[src/design/sdbr_pkg.sv]
package sdbr_pkg;

	// Bus geometry; every register index is scaled by four.
	localparam int ADDR_W = 18;
	localparam int DATA_W = 32;
	localparam int IDX_W = 16;

	// Field widths.
	localparam int FIELD_W = 13;
	localparam int EVT_W = 13;
	localparam int NUM_ADDR = 8;

	// Register indexes as printed; byte address is four times the index.
	localparam logic [IDX_W-1:0] IDX_RX_A_START = 16'h4400;
	localparam logic [IDX_W-1:0] IDX_RX_A_END = 16'h4402;
	localparam logic [IDX_W-1:0] IDX_RX_B_START = 16'h4404;
	localparam logic [IDX_W-1:0] IDX_RX_B_END = 16'h4406;
	localparam logic [IDX_W-1:0] IDX_TX_A_START = 16'h4408;
	localparam logic [IDX_W-1:0] IDX_TX_A_END = 16'h440a;
	localparam logic [IDX_W-1:0] IDX_TX_B_START = 16'h440c;
	localparam logic [IDX_W-1:0] IDX_TX_B_END = 16'h440e;
	localparam logic [IDX_W-1:0] IDX_RX_A_FIRST_ERROR = 16'h441a;
	localparam logic [IDX_W-1:0] IDX_RX_B_FIRST_ERROR = 16'h441c;
	localparam logic [IDX_W-1:0] IDX_EVENT_PENDING = 16'h460e;
	localparam logic [IDX_W-1:0] IDX_EVENT_CLEAR = 16'h4610;
	localparam logic [IDX_W-1:0] IDX_EVENT_ENABLE = 16'h4626;

	// Bits 15:13 of every buffer address register.
	localparam logic [2:0] ADDR_TOP_BITS = 3'h3;

	// Reset values.
	localparam logic [FIELD_W-1:0] ADDR_RESET = 13'h0000;
	localparam logic [FIELD_W-1:0] ERR_RESET = 13'h0000;
	localparam logic [EVT_W-1:0] EVT_RESET = 13'h0000;

	// Event bit positions, shared by pending, clear and enable.
	localparam int EVT_RX_DATA = 0;
	localparam int EVT_TX_FREE = 1;
	localparam int EVT_TX_IDLE = 2;
	localparam int EVT_RX_OVERRUN = 3;
	localparam int EVT_TX_UNDERRUN = 4;
	localparam int EVT_RX_OP_DONE = 5;
	localparam int EVT_TX_OP_DONE = 6;
	localparam int EVT_COMMAND_DONE = 7;
	localparam int EVT_NACK = 8;
	localparam int EVT_RX_A_UNLOADED = 9;
	localparam int EVT_RX_B_UNLOADED = 10;
	localparam int EVT_TX_A_UNLOADED = 11;
	localparam int EVT_TX_B_UNLOADED = 12;

	// Bus responses.
	localparam logic [1:0] RESP_OKAY = 2'h0;
	localparam logic [1:0] RESP_SLVERR = 2'h2;

endpackage

[src/design/sdbr_err_capture.sv]
`timescale 1ns/100ps
`default_nettype none
module sdbr_err_capture
	import sdbr_pkg::*;
(
	input wire logic aclk, // System clock.
	input wire logic aresetn, // Synchronous reset, active low.
	input wire logic dma_reset, // Receive DMA reset pulse.
	input wire logic buf_load, // Buffer loaded pulse.
	input wire logic buf_unload, // Buffer unloaded pulse.
	input wire logic byte_err, // Erroneous byte stored pulse.
	input wire logic [FIELD_W-1:0] byte_offset, // Offset of that byte.
	output logic [FIELD_W-1:0] first_error // Captured offset.
);

	logic captured;
	logic unloaded;

	// Remembers an unload so that only the following load re-arms.
	always_ff @(posedge aclk) begin
		if (!aresetn || dma_reset) begin
			unloaded <= 1'b0;
		end else if (buf_unload) begin
			unloaded <= 1'b1;
		end else if (buf_load) begin
			unloaded <= 1'b0;
		end
	end

	// Holds the first error offset; zero until one is seen.
	always_ff @(posedge aclk) begin
		if (!aresetn || dma_reset) begin
			first_error <= ERR_RESET;
			captured <= 1'b0;
		end else if (buf_load && unloaded) begin
			first_error <= ERR_RESET;
			captured <= 1'b0;
		end else if (byte_err && !captured) begin
			first_error <= byte_offset;
			captured <= 1'b1;
		end
	end

endmodule
`default_nettype wire

[src/design/sdbr_events.sv]
`timescale 1ns/100ps
`default_nettype none
module sdbr_events
	import sdbr_pkg::*;
(
	input wire logic aclk, // System clock.
	input wire logic aresetn, // Synchronous reset, active low.
	input wire logic [EVT_W-1:0] event_in, // Event pulses.
	input wire logic [EVT_W-1:0] clear, // Clear pulses from software.
	input wire logic [EVT_W-1:0] enable, // Enable mask as it will stand.
	output logic [EVT_W-1:0] pending, // Sticky pending flags.
	output logic irq // Level interrupt request.
);

	// One sticky flag per event; a new event beats a clear.
	for (genvar i = 0; i < EVT_W; i++) begin : g_flag
		always_ff @(posedge aclk) begin
			if (!aresetn) begin
				pending[i] <= 1'b0;
			end else if (event_in[i]) begin
				pending[i] <= 1'b1;
			end else if (clear[i]) begin
				pending[i] <= 1'b0;
			end
		end
	end

	// Registered request from the next flags and the next mask.
	always_ff @(posedge aclk) begin
		if (!aresetn) begin
			irq <= 1'b0;
		end else begin
			irq <= |(((pending & ~clear) | event_in) & enable);
		end
	end

endmodule
`default_nettype wire

[src/design/sdbr_regs.sv]
// Added by the designer: the AXI4-Lite interface to the registers.
`timescale 1ns/100ps
`default_nettype none
module sdbr_regs
	import sdbr_pkg::*;
(
	input wire logic aclk, // System clock, 20 MHz.
	input wire logic aresetn, // Synchronous reset, active low.
	input wire logic [ADDR_W-1:0] s_axi_awaddr, // Write address.
	input wire logic [2:0] s_axi_awprot, // Write protection, unused.
	input wire logic s_axi_awvalid, // Write address valid.
	output logic s_axi_awready, // Write address ready.
	input wire logic [DATA_W-1:0] s_axi_wdata, // Write data.
	input wire logic [3:0] s_axi_wstrb, // Write byte strobes.
	input wire logic s_axi_wvalid, // Write data valid.
	output logic s_axi_wready, // Write data ready.
	output logic [1:0] s_axi_bresp, // Write response.
	output logic s_axi_bvalid, // Write response valid.
	input wire logic s_axi_bready, // Write response ready.
	input wire logic [ADDR_W-1:0] s_axi_araddr, // Read address.
	input wire logic [2:0] s_axi_arprot, // Read protection, unused.
	input wire logic s_axi_arvalid, // Read address valid.
	output logic s_axi_arready, // Read address ready.
	output logic [DATA_W-1:0] s_axi_rdata, // Read data.
	output logic [1:0] s_axi_rresp, // Read response.
	output logic s_axi_rvalid, // Read data valid.
	input wire logic s_axi_rready, // Read data ready.
	input wire logic rx_dma_reset, // Receive DMA reset pulse.
	input wire logic rx_a_load, // Receive buffer A loaded pulse.
	input wire logic rx_b_load, // Receive buffer B loaded pulse.
	input wire logic rx_a_byte_err, // Errored byte into buffer A.
	input wire logic rx_b_byte_err, // Errored byte into buffer B.
	input wire logic [FIELD_W-1:0] rx_byte_offset, // Offset of that byte.
	input wire logic [EVT_W-1:0] serial_event, // Event pulses, pending layout.
	output logic [FIELD_W-1:0] rx_buf_a_start, // Receive A first address.
	output logic [FIELD_W-1:0] rx_buf_a_end, // Receive A last address.
	output logic [FIELD_W-1:0] rx_buf_b_start, // Receive B first address.
	output logic [FIELD_W-1:0] rx_buf_b_end, // Receive B last address.
	output logic [FIELD_W-1:0] tx_buf_a_start, // Transmit A first address.
	output logic [FIELD_W-1:0] tx_buf_a_end, // Transmit A last address.
	output logic [FIELD_W-1:0] tx_buf_b_start, // Transmit B first address.
	output logic [FIELD_W-1:0] tx_buf_b_end, // Transmit B last address.
	output logic irq // Level interrupt, high while enabled flag set.
);

	// Printed index of each buffer address register, in slot order.
	// Slot order is also the order of the address outputs below, so a
	// slot number names one register in decode, storage and read-back.
	localparam logic [IDX_W-1:0] ADDR_IDX [NUM_ADDR] = '{
		IDX_RX_A_START, IDX_RX_A_END, IDX_RX_B_START, IDX_RX_B_END,
		IDX_TX_A_START, IDX_TX_A_END, IDX_TX_B_START, IDX_TX_B_END
	};

	// Bus channel state, decode results and the event and error fields.
	logic [FIELD_W-1:0] buf_addr [NUM_ADDR];
	logic [IDX_W-1:0] aw_idx;
	logic aw_held;
	logic [15:0] w_data;
	logic [1:0] w_strb;
	logic w_held;
	logic wr_fire;
	logic [IDX_W-1:0] ar_idx;
	logic [DATA_W-1:0] next_rdata;
	logic next_rhit;
	logic wr_hit;
	logic [EVT_W-1:0] event_enable;
	logic [EVT_W-1:0] next_event_enable;
	logic [EVT_W-1:0] event_clear;
	logic [EVT_W-1:0] event_pending;
	logic [FIELD_W-1:0] rx_a_first_error;
	logic [FIELD_W-1:0] rx_b_first_error;
	logic [FIELD_W-1:0] strobed;
	logic [EVT_W-1:0] strobed_evt;

	// Byte address to register index; the two low bits are ignored, as
	// every register takes one aligned word.
	assign ar_idx = s_axi_araddr[ADDR_W-1:2];

	// A write is carried out once both address and data are held.
	// The response flag blocks a second firing while the answer waits,
	// since both halves stay held until the response is taken; without
	// it the same word would be applied again in every waiting cycle.
	assign wr_fire = aw_held && w_held && !s_axi_bvalid;

	// Merges the held write data into a 13-bit field under the strobes.
	// Strobe 0 carries bits 7:0 and strobe 1 bits 12:8; bits 15:13 of
	// the bus word are dropped here, which keeps the fixed bits fixed.
	function automatic logic [FIELD_W-1:0] merge13(
		input logic [FIELD_W-1:0] old,
		input logic [15:0] data,
		input logic [1:0] strb
	);
		logic [FIELD_W-1:0] res;
		res = old;
		if (strb[0]) begin
			res[7:0] = data[7:0];
		end
		if (strb[1]) begin
			res[12:8] = data[12:8];
		end
		return res;
	endfunction

	// Write address channel: taken when idle, released after response.
	// Ready falls at the edge that takes the address and rises again at
	// the edge that takes the response, so one write is open at a time.
	// A second address offered meanwhile simply waits for ready.
	always_ff @(posedge aclk) begin
		if (!aresetn) begin
			aw_held <= 1'b0;
			aw_idx <= '0;
			s_axi_awready <= 1'b1;
		end else if (s_axi_awvalid && s_axi_awready) begin
			aw_held <= 1'b1;
			aw_idx <= s_axi_awaddr[ADDR_W-1:2];
			s_axi_awready <= 1'b0;
		end else if (s_axi_bvalid && s_axi_bready) begin
			aw_held <= 1'b0;
			s_axi_awready <= 1'b1;
		end
	end

	// Write data channel, independent of the address channel.
	// Data may arrive before, with or after the address; the write only
	// fires once both halves are held.
	always_ff @(posedge aclk) begin
		if (!aresetn) begin
			w_held <= 1'b0;
			w_data <= '0;
			w_strb <= '0;
			s_axi_wready <= 1'b1;
		end else if (s_axi_wvalid && s_axi_wready) begin
			w_held <= 1'b1;
			w_data <= s_axi_wdata[15:0];
			w_strb <= s_axi_wstrb[1:0];
			s_axi_wready <= 1'b0;
		end else if (s_axi_bvalid && s_axi_bready) begin
			w_held <= 1'b0;
			s_axi_wready <= 1'b1;
		end
	end

	// Decides whether the held write address names a writable register.
	// The error offsets and the pending flags are read-only, so a write
	// to them misses and is answered with an error response.
	always_comb begin
		wr_hit = 1'b0;
		for (int k = 0; k < NUM_ADDR; k++) begin
			if (aw_idx == ADDR_IDX[k]) begin
				wr_hit = 1'b1;
			end
		end
		if (aw_idx == IDX_EVENT_ENABLE || aw_idx == IDX_EVENT_CLEAR) begin
			wr_hit = 1'b1;
		end
	end

	// Write response: OKAY for a writable register, SLVERR otherwise.
	// The response is raised one edge after the write fires and stands
	// until the master takes it; a missed write changes no register.
	// The same edge that raises it also updates the written register.
	always_ff @(posedge aclk) begin
		if (!aresetn) begin
			s_axi_bvalid <= 1'b0;
			s_axi_bresp <= RESP_OKAY;
		end else if (wr_fire) begin
			s_axi_bvalid <= 1'b1;
			s_axi_bresp <= wr_hit ? RESP_OKAY : RESP_SLVERR;
		end else if (s_axi_bready) begin
			s_axi_bvalid <= 1'b0;
		end
	end

	// Buffer address registers, one per slot; bits 15:13 are not stored.
	// The constant top bits are added back only on the read path, so the
	// DMA engines see just the 13 address bits.
	for (genvar k = 0; k < NUM_ADDR; k++) begin : g_addr
		always_ff @(posedge aclk) begin
			if (!aresetn) begin
				buf_addr[k] <= ADDR_RESET;
			end else if (wr_fire && aw_idx == ADDR_IDX[k]) begin
				buf_addr[k] <= merge13(buf_addr[k], w_data, w_strb);
			end
		end
	end

	// Drives the address spans to the DMA engines straight from flops.
	// These are plain wires from the slots, so no logic sits between a
	// register and its output.
	assign rx_buf_a_start = buf_addr[0];
	assign rx_buf_a_end = buf_addr[1];
	assign rx_buf_b_start = buf_addr[2];
	assign rx_buf_b_end = buf_addr[3];
	assign tx_buf_a_start = buf_addr[4];
	assign tx_buf_a_end = buf_addr[5];
	assign tx_buf_b_start = buf_addr[6];
	assign tx_buf_b_end = buf_addr[7];

	// Next value of the enable mask. The request flop looks at it, so a
	// mask write reaches the request at the same edge as the register,
	// and a flag whose enable was cleared never holds the request up.
	always_comb begin
		next_event_enable = event_enable;
		if (wr_fire && aw_idx == IDX_EVENT_ENABLE) begin
			next_event_enable = merge13(event_enable, w_data,
				w_strb);
		end
	end

	// Enable mask; only bits 12:0 exist, so 15:13 read back as zero.
	always_ff @(posedge aclk) begin
		if (!aresetn) begin
			event_enable <= EVT_RESET;
		end else begin
			event_enable <= next_event_enable;
		end
	end

	// A write of ones to the clear register drops those pending flags.
	// The clear lasts only for the cycle in which the write fires, and
	// an event in that same cycle still wins over it.
	assign strobed = merge13(EVT_RESET, w_data, w_strb);
	assign strobed_evt = strobed;
	assign event_clear = (wr_fire && aw_idx == IDX_EVENT_CLEAR) ?
		strobed_evt : EVT_RESET;

	// Sticky event flags and the combined interrupt request.
	// The request is registered from the next flags and the next mask,
	// so it equals the enabled pending flags in every cycle.
	sdbr_events u_events (
		.aclk(aclk),
		.aresetn(aresetn),
		.event_in(serial_event),
		.clear(event_clear),
		.enable(next_event_enable),
		.pending(event_pending),
		.irq(irq)
	);

	// First-error capture for receive buffer A.
	// The buffer-unloaded event is the unload half of the re-arm pair;
	// the load pulse from the receive engine is the other half.
	sdbr_err_capture u_err_a (
		.aclk(aclk),
		.aresetn(aresetn),
		.dma_reset(rx_dma_reset),
		.buf_load(rx_a_load),
		.buf_unload(serial_event[EVT_RX_A_UNLOADED]),
		.byte_err(rx_a_byte_err),
		.byte_offset(rx_byte_offset),
		.first_error(rx_a_first_error)
	);

	// First-error capture for receive buffer B.
	// It shares the offset bus with buffer A, as only one buffer is
	// filled at a time.
	sdbr_err_capture u_err_b (
		.aclk(aclk),
		.aresetn(aresetn),
		.dma_reset(rx_dma_reset),
		.buf_load(rx_b_load),
		.buf_unload(serial_event[EVT_RX_B_UNLOADED]),
		.byte_err(rx_b_byte_err),
		.byte_offset(rx_byte_offset),
		.first_error(rx_b_first_error)
	);

	// Read multiplexer; unmapped indexes return zero with SLVERR.
	// The clear register is write-only and reads as zero; the read-only
	// registers are zero-extended from their 13 bits.
	// Address registers show their fixed top bits above the field.
	always_comb begin
		next_rdata = '0;
		next_rhit = 1'b1;
		unique case (ar_idx)
			IDX_RX_A_START, IDX_RX_A_END, IDX_RX_B_START, IDX_RX_B_END,
			IDX_TX_A_START, IDX_TX_A_END, IDX_TX_B_START,
			IDX_TX_B_END: begin
				for (int k = 0; k < NUM_ADDR; k++) begin
					if (ar_idx == ADDR_IDX[k]) begin
						next_rdata[15:0] = {ADDR_TOP_BITS, buf_addr[k]};
					end
				end
			end
			IDX_RX_A_FIRST_ERROR: begin
				next_rdata[FIELD_W-1:0] = rx_a_first_error;
			end
			IDX_RX_B_FIRST_ERROR: begin
				next_rdata[FIELD_W-1:0] = rx_b_first_error;
			end
			IDX_EVENT_PENDING: begin
				next_rdata[EVT_W-1:0] = event_pending;
			end
			IDX_EVENT_CLEAR: begin
				next_rdata = '0;
			end
			IDX_EVENT_ENABLE: begin
				next_rdata[EVT_W-1:0] = event_enable;
			end
			default: begin
				next_rhit = 1'b0;
			end
		endcase
	end

	// Read address channel: one read at a time.
	// Ready stays low from the edge that takes an address until the edge
	// that takes its data, which holds off a second read meanwhile.
	always_ff @(posedge aclk) begin
		if (!aresetn) begin
			s_axi_arready <= 1'b1;
		end else if (s_axi_arvalid && s_axi_arready) begin
			s_axi_arready <= 1'b0;
		end else if (s_axi_rvalid && s_axi_rready) begin
			s_axi_arready <= 1'b1;
		end
	end

	// Read data channel, registered one cycle after the address is taken.
	// Data are captured at the taking edge and stand until taken, so a
	// later register change does not alter an answer in flight.
	always_ff @(posedge aclk) begin
		if (!aresetn) begin
			s_axi_rvalid <= 1'b0;
			s_axi_rdata <= '0;
			s_axi_rresp <= RESP_OKAY;
		end else if (s_axi_arvalid && s_axi_arready) begin
			s_axi_rvalid <= 1'b1;
			s_axi_rdata <= next_rdata;
			s_axi_rresp <= next_rhit ? RESP_OKAY : RESP_SLVERR;
		end else if (s_axi_rready) begin
			s_axi_rvalid <= 1'b0;
		end
	end

endmodule
`default_nettype wire

[config.mk]
export PLATFORM = sky130hd
export DESIGN_NAME = sdbr_regs
export DESIGN_NICKNAME = d
export VERILOG_FILES = /design/src/design/sdbr_pkg.sv /design/src/design/sdbr_err_capture.sv /design/src/design/sdbr_events.sv /design/src/design/sdbr_regs.sv
export SDC_FILE = /design/constraint.sdc
export NUM_CORES = 1
export LEC_CHECK = 0
export BUFFER_PORTS_ARGS = -buffer_cell sky130_fd_sc_hd__buf_2
export CORE_MARGIN = 2
export CORE_UTILIZATION = 30
export CTS_CLUSTER_SIZE = 16
export DETAILED_ROUTE_END_ITERATION = 8
export GPL_TIMING_DRIVEN = 0
export HOLD_SLACK_MARGIN = 0.15
export SYNTH_ARGS = -nofsm -noshare
export SYNTH_HDL_FRONTEND = slang
export SYNTH_HIERARCHICAL = 1
export SYNTH_SLANG_ARGS = --single-unit
[constraint.sdc]
create_clock -name aclk -period 2.6 [get_ports aclk]
set_clock_uncertainty 0.05 [all_clocks]
set_input_delay 0.26 -clock aclk [delete_from_list [all_inputs] [get_ports aclk]]
set_output_delay 0.26 -clock aclk [all_outputs]
set_load 0.01 [all_outputs]
==> summary.md, run 1 <==
| Metric | Value |
|---|---|
| Outcome | complete, no violations |
| Worst Setup Start Kind | flop |
| Chip width | between 150 and 200 µm |
| Asr flop ratio synth | 0 |
| Pwr/cell area | 578.4 nW/µm² |
| NetSw | 0.001855 W |
| Drt via density | 4.839 |
| Final setup fails | 0 |
| Detailed Routing Iterations Pass 1 | 8 |
| Worst vdd ir | about 0.34 mV |
| Final Critical Period | ~2.5 ns |
| Synth top area cells | edfxtp_1 31%, dfxtp_1 22%, and2_1 7.6%, nand2_1 6.9%, a21boi_0 2.4% |
| Layout fillers | 3,332 |
| Most numerous cell in the Yosys netlist | nand2_1 |
| R2R Path Start | aw_idx[11] |
| Hold crit path type | input port to flop |
| GPL Wtd Cong | 0.8806 |
| Clock power share | 0.420 |
| Clk_lat worst skew | slightly above 0.5 ns |
| # IOs | 262 |
| Post-synthesis sequential area ratio | 0.5273 |
| Tot GR Track Use | 0.1927 |
| TritonCTS Buffers | 23 |
| PortBufs | 208 |
| Root buf cell | clkbuf_16 |
| Final hold violation count | 0 |
| Design Area, Final | 13,430 µm² |
| Iter 0 DRT Violations | 748 |
| Nets | 1,441 |
| Share of post-route cells with drive strength above 1 | 0.2759 |
| CTS sink count | 215 |
| Register share of total power | 0.485 |
| Core area | around 33,000 µm² |
| Worst Path Arrival | between 2 and 3 ns |
| Post-synth EDFFs | 104 |
| Largest area contributor in the netlist | edfxtp_1 |
| Yosys warns | 6 |
| Gate power share | 0.095 |
| Initial Utilization | 0.3038 |
| Vias in the first global route | 8,647 |
| Synth top cells by count | 187 x nand2_1, 123 x and2_1, 111 x dfxtp_1 |
| Unrepaired setup endpoints after global routing | yes |
| Hold Path Sink | aw_idx[15] |
| Final period util | 0.9750 |
| Core Rows | 67 |
| Internal power | 0.005911 W |
| WL per Instance | 19.55 µm |
| Final HPWL DP | about 27 mm |
| GRT Residual Overflow | 0 |
| CTS HTree Levels | 1 |
| Floorplan die height | 187.8 µm |
| Largest net degree at the start of global routing | 14 |
| Gate Count Post-Synth | 997 |
| R2r setup slk | 0.07 ns |
| Crit path max fanout | 8 |
| Critical Path Sink Type | flop |
| Post-route ant nets | 0 |
| Synthesized area | 10,140 µm² |
| Post-Place Cell Area | 11,810 µm² |
| Multi-input combinational cell area | 4447 µm² |
| Hold Startpoint | s_axi_awvalid |
| Overall power | 0.007766 W |
| First-pass GRT wire length | 51.70 mm |
| Switch share | 0.2389 |
| CTS tree | yes |
| Fin. max-slew vios | 0 |
| Average cell area after synthesis | 10.17 µm² |
| R2R depth | 9 |
| Leak | 5.528 nW |
| Flops & latches, synth | 215 |
| Achievable clock frequency | 394.5 MHz |
| Worst-path clk slew | approximately 0.06 ns |
| Hold Path Depth | 4 |
| Post-synth top area share | 0.3081 |
| Via count | 8,661 |
| Antenna violations before repair | 2 |
| Max Root-Sink Buffers | 3 |
| DRC | 0 |
| Type of the worst setup path | flop to flop |
| Worst slew margin | 0.5010 |
| Post-Route Setup TNS | 0 ns |
| Layout Area Growth over Synthesis | 32.46% |
| Fin util | 0.4024 |
| Tightest Pin Transition | approximately 0.75 ns |
| FF/Latch Area | 5345 µm² |
| Worst EP required | 2.94 ns |
| Distinct cells, synth | 67 |
| Die area | 35,270 µm² |
| Final wirelength | 34.99 mm |
| Maxcap violations | 0 |
| Worst reg2reg path endpoint | u_events/irq |
| Ys flop type | dfxtp_1 |
[layout make-up]
cell class / count / share of cell area
repair buffers: 285 / 0.1344
clock inverters: 8 / 0.006430
flip-flops and latches: 215 / 0.3981
well taps: 448 / 0.04175
plain buffers: 94 / 0.03849
multi-input cells: 703 / 0.3312
diodes: 1 / 0.0001864
clock buffers: 33 / 0.04864
inverters: 3 / 0.0008387
[how the worst max path moves through the flow]
stage                          start        endpoint  slack (ns)
after global routing      aw_idx[11]    u_events/irq       -0.06
final                     aw_idx[11]    u_events/irq        0.07
after floorplan            aw_idx[8]    u_events/irq        0.39
after detailed placement   aw_idx[8]  buf_addr[0][3]       -0.58
after CTS                  aw_idx[8]    u_events/irq       0.008
after global placement     aw_idx[8]  buf_addr[0][3]       -0.56
[layout by cell type, fill, tap and decap left out, drive strengths merged, types with 12 or more instances in the layout]
cell         instances
buf                257
nand2              188
and2               124
dfxtp              111
edfxtp             104
clkbuf              81
dlygate4sd3         74
nor2                43
a21oi               35
a21boi              32
o21ai               21
nor2b               20
conb                19
nand3               19
o21a                15
mux2                14
and3                14
a22oi               13
o22ai               13
a222oi              12
mux2i               12
a2bb2oi             12
[through the flow]
stage,hold WS (ns),cells,worst slack [ns]
2_1_floorplan,0.2861,1015,0.3902
3_3_place_gp,0.4019,1671,-0.5647
3_5_place_dp,0.4031,1671,-0.5815
4_1_cts,0.1681,1788,0.008477
5_1_grt,0.2129,1790,-0.05994
6_report,0.1810,1790,0.06511
[logic make-up after synthesis]
kind of cell,count (synthesis),synth area share
buf+inv,97,0.05049
mux,26,0.02740
compound gates,187,0.1452
other cells,1,0.0003700
simple gates,470,0.2484
flops,215,0.5273
xor+xnor,1,0.0008642
[layer usage]
layer | share of wire | vias to the layer above | track usage
li1 | - | 4152 | -
met1 | 0.42 | 4090 | 0.2518
met2 | 0.46 | 358 | 0.3150
met3 | 0.082 | 59 | 0.04099
met4 | 0.034 | 2 | 0.06905
met5 | 0.00031 | - | 0
[registers in the layout, indices dropped and copies added (netlist names), 2 cells and up]
| signal | flops |
|---|---|
| s_axi_rdata | 14 |
| aw_idx | 16 |
| buf_addr | 104 |
| event_enable | 13 |
| w_strb | 2 |
| u_events/pending | 13 |
| u_err_a/first_error | 13 |
| w_data | 13 |
| u_err_b/first_error | 13 |
[critical path, stage by stage, from the launching register on]
cell and delay (ns):
dfxtp_1 0.32, nor4b_2 0.29, and4b_2 0.33, and4_1 0.28, nand2_2 0.18, mux2_2 0.35
o21ai_2 0.07, and4_1 0.20, nand3_1 0.08, o31a_1 0.27
[power by group through the flow]
stage / logic [W] / clock network [W] / registers, W
6_report: 0.000735 / 0.00326 / 0.00377
2_1_floorplan: 0.000327 / 0 / 0.00383
4_1_cts: 0.000734 / 0.00329 / 0.00377
3_5_place_dp: 0.000642 / 0 / 0.00384
5_1_grt: 0.000806 / 0.00342 / 0.00378
3_3_place_gp: 0.000633 / 0 / 0.00383
[what timing repair did]
item / in CTS / in global routing
pin swaps: 2 / 3
hold buffers: 74 / 0
endpoints found under the setup margin: 113 / 79
resized for setup: 30 / 11
setup buffers: 2 / 1
hold endpoints to repair: 82 / 0
(Power assumes the default switching activity.)
==> run 2: changes to the inputs <==
==> constraint.sdc (replaced) <==
create_clock -name aclk -period 2.6 [get_ports aclk]
set_clock_uncertainty 0.05 [all_clocks]
set_input_delay 0.13 -clock aclk [delete_from_list [all_inputs] [get_ports aclk]]
set_output_delay 0.13 -clock aclk [all_outputs]
set_load 0.01 [all_outputs]
==> run 2 against run 1 <==
Worst hold slack lost 0.0044 ns. Sequential power is essentially flat. Global-route usage is essentially flat. Die area is the same. Cell area grew 0.65%. Total power grew 0.25%. Largest cell class unchanged. Clock power is essentially flat. Sequential share of layout area shrank 0.26 points. Register-to-register slack is essentially flat. Via count grew 1.1%.
==> summary.md, run 2 (synthesis results as in run 1) <==
| Metric | Value |
|---|---|
| Overall power | between 0.007 and 0.008 W |
| Top Registers | buf_addr x104, aw_idx x16, s_axi_rdata x14 |
| Final HPWL DP | 27.04 mm |
| Worst-path clk slew | about 0.060 ns |
| Hold Startpoint | s_axi_araddr[2] |
| Hold Path Sink | s_axi_rdata[13] |
| CTS sink count | 215 |
| Tot GR Track Use | 0.1932 |
| PortBufs | 208 |
| First-pass GRT wire length | 52.00 mm |
| Leak | 5.592 nW |
| CTS tree | yes |
| Chip width | 187.8 µm |
| Detailed Routing Iterations Pass 1 | 5 |
| Hold crit path type | input port to flop |
| Commonest non-fill, non-tap cell in the layout | buf_2 |
| Critical Path Sink Type | flop |
| TritonCTS Buffers | 23 |
| Crit path max fanout | 10 |
| GPL Wtd Cong | 0.8806 |
| Max Root-Sink Buffers | 3 |
| Worst vdd ir | 0.3400 mV |
| Antenna violations before repair | 2 |
| Post-Place Cell Area | 11,810 µm² |
| Multi-input combinational cell area | about 4400 µm² |
| R2r setup slk | 0.07 ns |
| CTS HTree Levels | 1 |
| Pwr/cell area | 576.0 nW/µm² |
| Layout fillers | 3,327 |
| Final Critical Period | 2.529 ns |
| Worst Setup Start Kind | flop |
| GRT Residual Overflow | 0 |
| Floorplan die height | ~190 µm |
| Outcome | complete, no violations |
| Achievable clock frequency | 395.4 MHz |
| Hold Path Depth | 6 |
| DRC | 0 |
| Fin. max-slew vios | 0 |
| Share of post-route cells with drive strength above 1 | 0.2709 |
| Final hold violation count | 0 |
| Unrepaired setup endpoints after global routing | yes |
| Design Area, Final | roughly 14,000 µm² |
| Max reg flops | roughly 100 |
| Fin util | 0.4050 |
| Worst slew margin | 0.4957 |
| Biggest register | buf_addr |
| Tightest Pin Transition | approximately 0.76 ns |
| Post-route ant nets | 0 |
| Layout Area Growth over Synthesis | 33.33% |
| Core Rows | 67 |
| Iter 0 DRT Violations | 675 |
| Nets | 1,451 |
| Initial Utilization | 0.3038 |
| Most frequent cells in the layout | 221 x buf_2, 180 x nand2_1, 123 x and2_1, 111 x dfxtp_1, 104 x edfxtp_1 |
| Worst Path Arrival | around 2.6 ns |
| Largest net degree at the start of global routing | 14 |
| # IOs | 262 |
| Drt via density | between 4 and 5 |
| Clk_lat worst skew | 0.51 ns |
| Via count | 8,754 |
| WL per Instance | 19.52 µm |
| Die area | 35,270 µm² |
| Worst reg2reg path endpoint | buf_addr[0][4] |
| R2R depth | 8 |
| Final setup fails | 0 |
| Final period util | 0.9726 |
| Type of the worst setup path | flop to flop |
| FF/Latch Area | between 5000 and 6000 µm² |
| Worst EP required | around 2.7 ns |
| R2R Path Start | s_axi_bvalid |
| Final wirelength | 35.14 mm |
| Root buf cell | clkbuf_16 |
| Core area | 33,360 µm² |
| Vias in the first global route | ~8,800 |
| Maxcap violations | 0 |
[run 2: worst max path at each step]
stage	slack, ns	endpoint	start
floorplan	0.39	u_events/irq	aw_idx[8]
global placement	-0.56	buf_addr[0][3]	aw_idx[8]
detailed placement	-0.58	buf_addr[0][3]	aw_idx[8]
CTS	0.008	u_events/irq	aw_idx[8]
global route	-0.07	buf_addr[0][4]	aw_idx[8]
finish	0.07	buf_addr[0][4]	s_axi_bvalid
[run 2: report_power, final]
part	switching [W]	total, W	internal, W
clock	0.00133	0.00326	0.00193
sequential	0.000102	0.00377	0.00367
combinational	0.000430	0.000750	0.000320
total	0.00186	0.00778	0.00592
[run 2: cell type report]
class | instances | share of cell area
Antenna cell | 1 | 0.0001852
Buffer | 94 | 0.03824
Clock buffer | 33 | 0.04833
Clock inverter | 8 | 0.006388
Inverter | 3 | 0.0008333
Multi-Input combinational cell | 703 | 0.3279
Sequential cell | 215 | 0.3955
Tap cell | 448 | 0.04148
Timing Repair Buffer | 295 | 0.1411
[run 2: per-layer routing]
layer | vias up | GRT usage | share of wire
met1 | 4153 | 0.2511 | 0.42
met2 | 361 | 0.3157 | 0.46
met5 | - | 0 | 0.00031
met3 | 64 | 0.04174 | 0.079
li1 | 4174 | - | -
met4 | 2 | 0.07177 | 0.036
[run 2: per-stage QoR]
stage / setup WS [ns] / hold slack, ns / std cells / TNS (ns)
after floorplan: 0.3902 / 0.1561 / 1015 / 0
after global placement: -0.5647 / 0.2872 / 1671 / -21.01
after detailed placement: -0.5815 / 0.2901 / 1671 / -28.33
after CTS: 0.008477 / 0.1662 / 1799 / 0
after global routing: -0.06824 / 0.2349 / 1800 / -0.9734
final: 0.07113 / 0.1766 / 1800 / 0
[run 2: repair_timing]
action | 4_1_cts | 5_1_grt
gates cloned | 0 | 0
buffers inserted | 2 | 0
setup endpoints to repair | 113 | 77
hold buffers | 85 | 0
hold endpoints to repair | 84 | 0
gates resized for setup | 30 | 7
pin swaps | 2 | 1
[run 2: critical path, stage by stage (launching register included)]
cell and delay (ns):
dfxtp_1 0.36, and3b_1 0.35, and3_1 0.25, nand3b_1 0.09, buf_4 0.18, nor3_4 0.23, clkbuf_2 0.27, nand2_1 0.08
nand2_1 0.32
==> run 3: changes to the inputs <==
ABC_AREA = 1   (was unset)
==> run 3 against run 2 <==
First-iteration DRC count increased by 30%. Total power increased by 5.4%. Combinational power increased by 16%. Register-to-register slack improved by 0.06 ns. Cell area increased by 4.6%. Flip-flop and latch count unchanged. Critical path type unchanged.
==> summary.md, run 3 <==
| Metric | Value |
|---|---|
| Outcome | complete, no violations |
| Fin. max-slew vios | 0 |
| Layout fillers | 3,491 |
| Ys flop type | dfxtp_1 |
| Worst slew margin | 0.2117 |
| Post-synth top area share | 0.2983 |
| Gate Count Post-Synth | between 1,000 and 1,500 |
| Maxcap violations | 0 |
| Slowest-stage cell, CP | o21ai_2 |
| Met3 WL | ~3.1 mm |
| R2r setup slk | 0.14 ns |
| DR top layer | met4 |
| Unrepaired setup endpoints after global routing | yes |
| Crit path cell chain | nor2_1 -> nand2_1 -> or3_1 -> nor3_2 -> nand2_1 -> o21ai_2 |
| Floorplan die height | between 150 and 200 µm |
| Most numerous cell in the Yosys netlist | nand2_1 |
| Post-Route M1 WL | ~17 mm |
| Root buf cell | clkbuf_16 |
| Hold Startpoint | s_axi_araddr[4] |
| GPL Wtd Cong | 0.8879 |
| CTS HTree Levels | 1 |
| Hold Path Depth | 7 |
| Chip width | 190.8 µm |
| Nets | roughly 1,800 |
| Clk_lat worst skew | 0.52 ns |
| WL per Instance | 18.71 µm |
| Final worst slack | between 0.1 and 0.15 ns |
| Iter 0 DRT Violations | 876 |
| Pwr/cell area | 580.7 nW/µm² |
| Tot GR Track Use | 0.2104 |
| CTS tree | yes |
| Worst reg2reg path endpoint | buf_addr[0][3] |
| ANT cells | 0 |
| Tightest Pin Transition | 1.182 ns |
| Post-Route Setup TNS | 0 ns |
| R2R depth | 6 |
| Met2 WL post-DR | 18.57 mm |
| Hold Path Sink | s_axi_rdata[12] |
| Final wirelength | 39.58 mm |
| Worst EP required | 2.71 ns |
| Post-synthesis mux area share | 0 |
| Final hold violation count | 0 |
| Largest net degree at the start of global routing | 14 |
| GRT Residual Overflow | 0 |
| Drt via density | 4.838 |
| Top Registers | buf_addr x104, aw_idx x16, s_axi_rdata x14 |
| Largest area contributor in the netlist | edfxtp_1 |
| Worst vdd ir | 0.5645 mV |
| Final setup fails | 0 |
| Xor and xnor area share after synthesis | 0 |
| Max reg flops | roughly 100 |
| Worst Setup Start Kind | flop |
| Yosys warns | 6 |
| Detailed Routing Iterations Pass 1 | 6 |
| CTS sink count | 215 |
| Biggest register | buf_addr |
| Synth top area cells | edfxtp_1 30%, dfxtp_1 21%, nand2_1 8.5%, nor2_1 7.3%, inv_1 5.1% |
| Worst path max stage delay | 0.49 ns |
| Top cell by count, worst path | nand2_1 |
| Final Critical Period | 2.465 ns |
| Synthesized area | 10,470 µm² |
| Critical Path Sink Type | flop |
| Multi-input combinational cell area | 4078 µm² |
| PortBufs | 211 |
| Achievable clock frequency | 405.7 MHz |
| Die area | approximately 36,000 µm² |
| Post-route ant nets | 0 |
| Asr flop ratio synth | 0 |
| Final period util | 0.9480 |
| Initial Utilization | 0.3038 |
| Core Rows | 68 |
| Complex-gate fraction of the synthesized area | 0.1330 |
| Max Root-Sink Buffers | 3 |
| Hold crit path type | input port to flop |
| Crit path max fanout | 8 |
| Adder-cell share of the synthesized area | 0 |
| First-pass GRT wire length | 58.02 mm |
| Leak | approximately 6.0 nW |
| Via count | 10,233 |
| Overall power | 0.008208 W |
| Simple-Gate Fraction of Synth Area | 0.2432 |
| Distinct cells, synth | 46 |
| Type of the worst setup path | flop to flop |
| Post-synthesis sequential area ratio | 0.5106 |
| Share of post-route cells with drive strength above 1 | 0.2211 |
| Vias in the first global route | 9,786 |
| Largest family of logic cells by synthesized area | simple AND/OR/NAND/NOR gates |
| Worst Path Arrival | about 2.6 ns |
| R2R Path Start | aw_idx[6] |
| Core area | 34,460 µm² |
| Post-synth EDFFs | 104 |
| Flops & latches, synth | between 200 and 250 |
| DRC | 0 |
| Average cell area after synthesis | 8.185 µm² |
| FF/Latch Area | roughly 5300 µm² |
| TritonCTS Buffers | 24 |
| Layout Area Growth over Synthesis | 35.02% |
| Antenna violations before repair | 0 |
| Setup bufs post-CTS | 0 |
| Synth top cells by count | 238 x nand2_1, 204 x nor2_1, 143 x inv_1 |
| Final HPWL DP | 29.30 mm |
| # IOs | 262 |
| Worst-path clk slew | 0.06 ns |
| Pre-CTS WS | -0.5173 ns |
| Commonest non-fill, non-tap cell in the layout | nand2_1 |
| Most frequent cells in the layout | 238 x nand2_1, 223 x buf_2, 203 x nor2_1, 143 x inv_1, 111 x dfxtp_1 |
## run 3: worst max-delay path by stage
stage / startpoint / to / slack [ns] / depth (start not counted)
2_1_floorplan: s_axi_bvalid / buf_addr[1][13] / 0.19 / 5
3_3_place_gp: s_axi_bvalid / buf_addr[0][18] / -0.44 / 5
3_5_place_dp: s_axi_bvalid / buf_addr[0][18] / -0.52 / 5
4_1_cts: aw_idx[6] / buf_addr[0][12] / 0.007 / 6
5_1_grt: aw_idx[6] / buf_addr[0][3] / -0.02 / 6
6_report: aw_idx[6] / buf_addr[0][3] / 0.14 / 6
## run 3: timing repair
action	in CTS	in global routing
gates resized for setup	20	11
endpoints found under the hold margin	89	0
hold buffers	108	0
endpoints found under the setup margin	85	99
## run 3: logic make-up (layout without fill, tap and decap cells)
logic type | count (synthesis) | in the layout
simple gates | 576 | 576
buf+inv | 250 | 613
flops | 215 | 215
compound gates | 237 | 237
other cells | 1 | 19
## run 3: where the power goes
group          total [W]  internal [W]  switching (W)
logic           0.000871      0.000332       0.000539
registers        0.00379       0.00368       0.000105
clock network    0.00355       0.00214        0.00141
total            0.00821       0.00615        0.00206
## run 3: layer usage
metal  vias to the layer above  track usage
li1                       4909            -
met1                      4828       0.2800
met2                       432       0.3527
met3                        64      0.02816
met4                         0      0.06708
met5                         -            0
## run 3: final cells by class
| class | instances | share of cell area |
|---|---|---|
| Multi-Input combinational cell | 832 | 0.2885 |
| Inverter | 163 | 0.04346 |
| Clock buffer | 35 | 0.05134 |
| Clock inverter | 9 | 0.006993 |
| Timing Repair Buffer | 319 | 0.1512 |
| Sequential cell | 215 | 0.3782 |
| Tap cell | 455 | 0.04028 |
| Buffer | 87 | 0.04010 |
## run 3: stage by stage
| stage | cell area, µm² | cells | hold slack [ns] | util |
|---|---|---|---|---|
| final | 14130 | 2115 | 0.1687 | 0.4102 |
| after global routing | 14130 | 2115 | 0.1899 | 0.4102 |
| after CTS | 14100 | 2115 | 0.1508 | 0.4092 |
| after detailed placement | 12160 | 1963 | 0.3429 | 0.3529 |
| after global placement | 12160 | 1963 | 0.3344 | 0.3529 |
| after floorplan | 10540 | 1297 | 0.1957 | - |
## run 3: critical path: cells and delay by family (launching register included)
family	cells	cell delay, ns
AO/OA/AOI/OAI	1	0.49
flip-flops	1	0.31
AND/OR/NAND/NOR	5	1.26
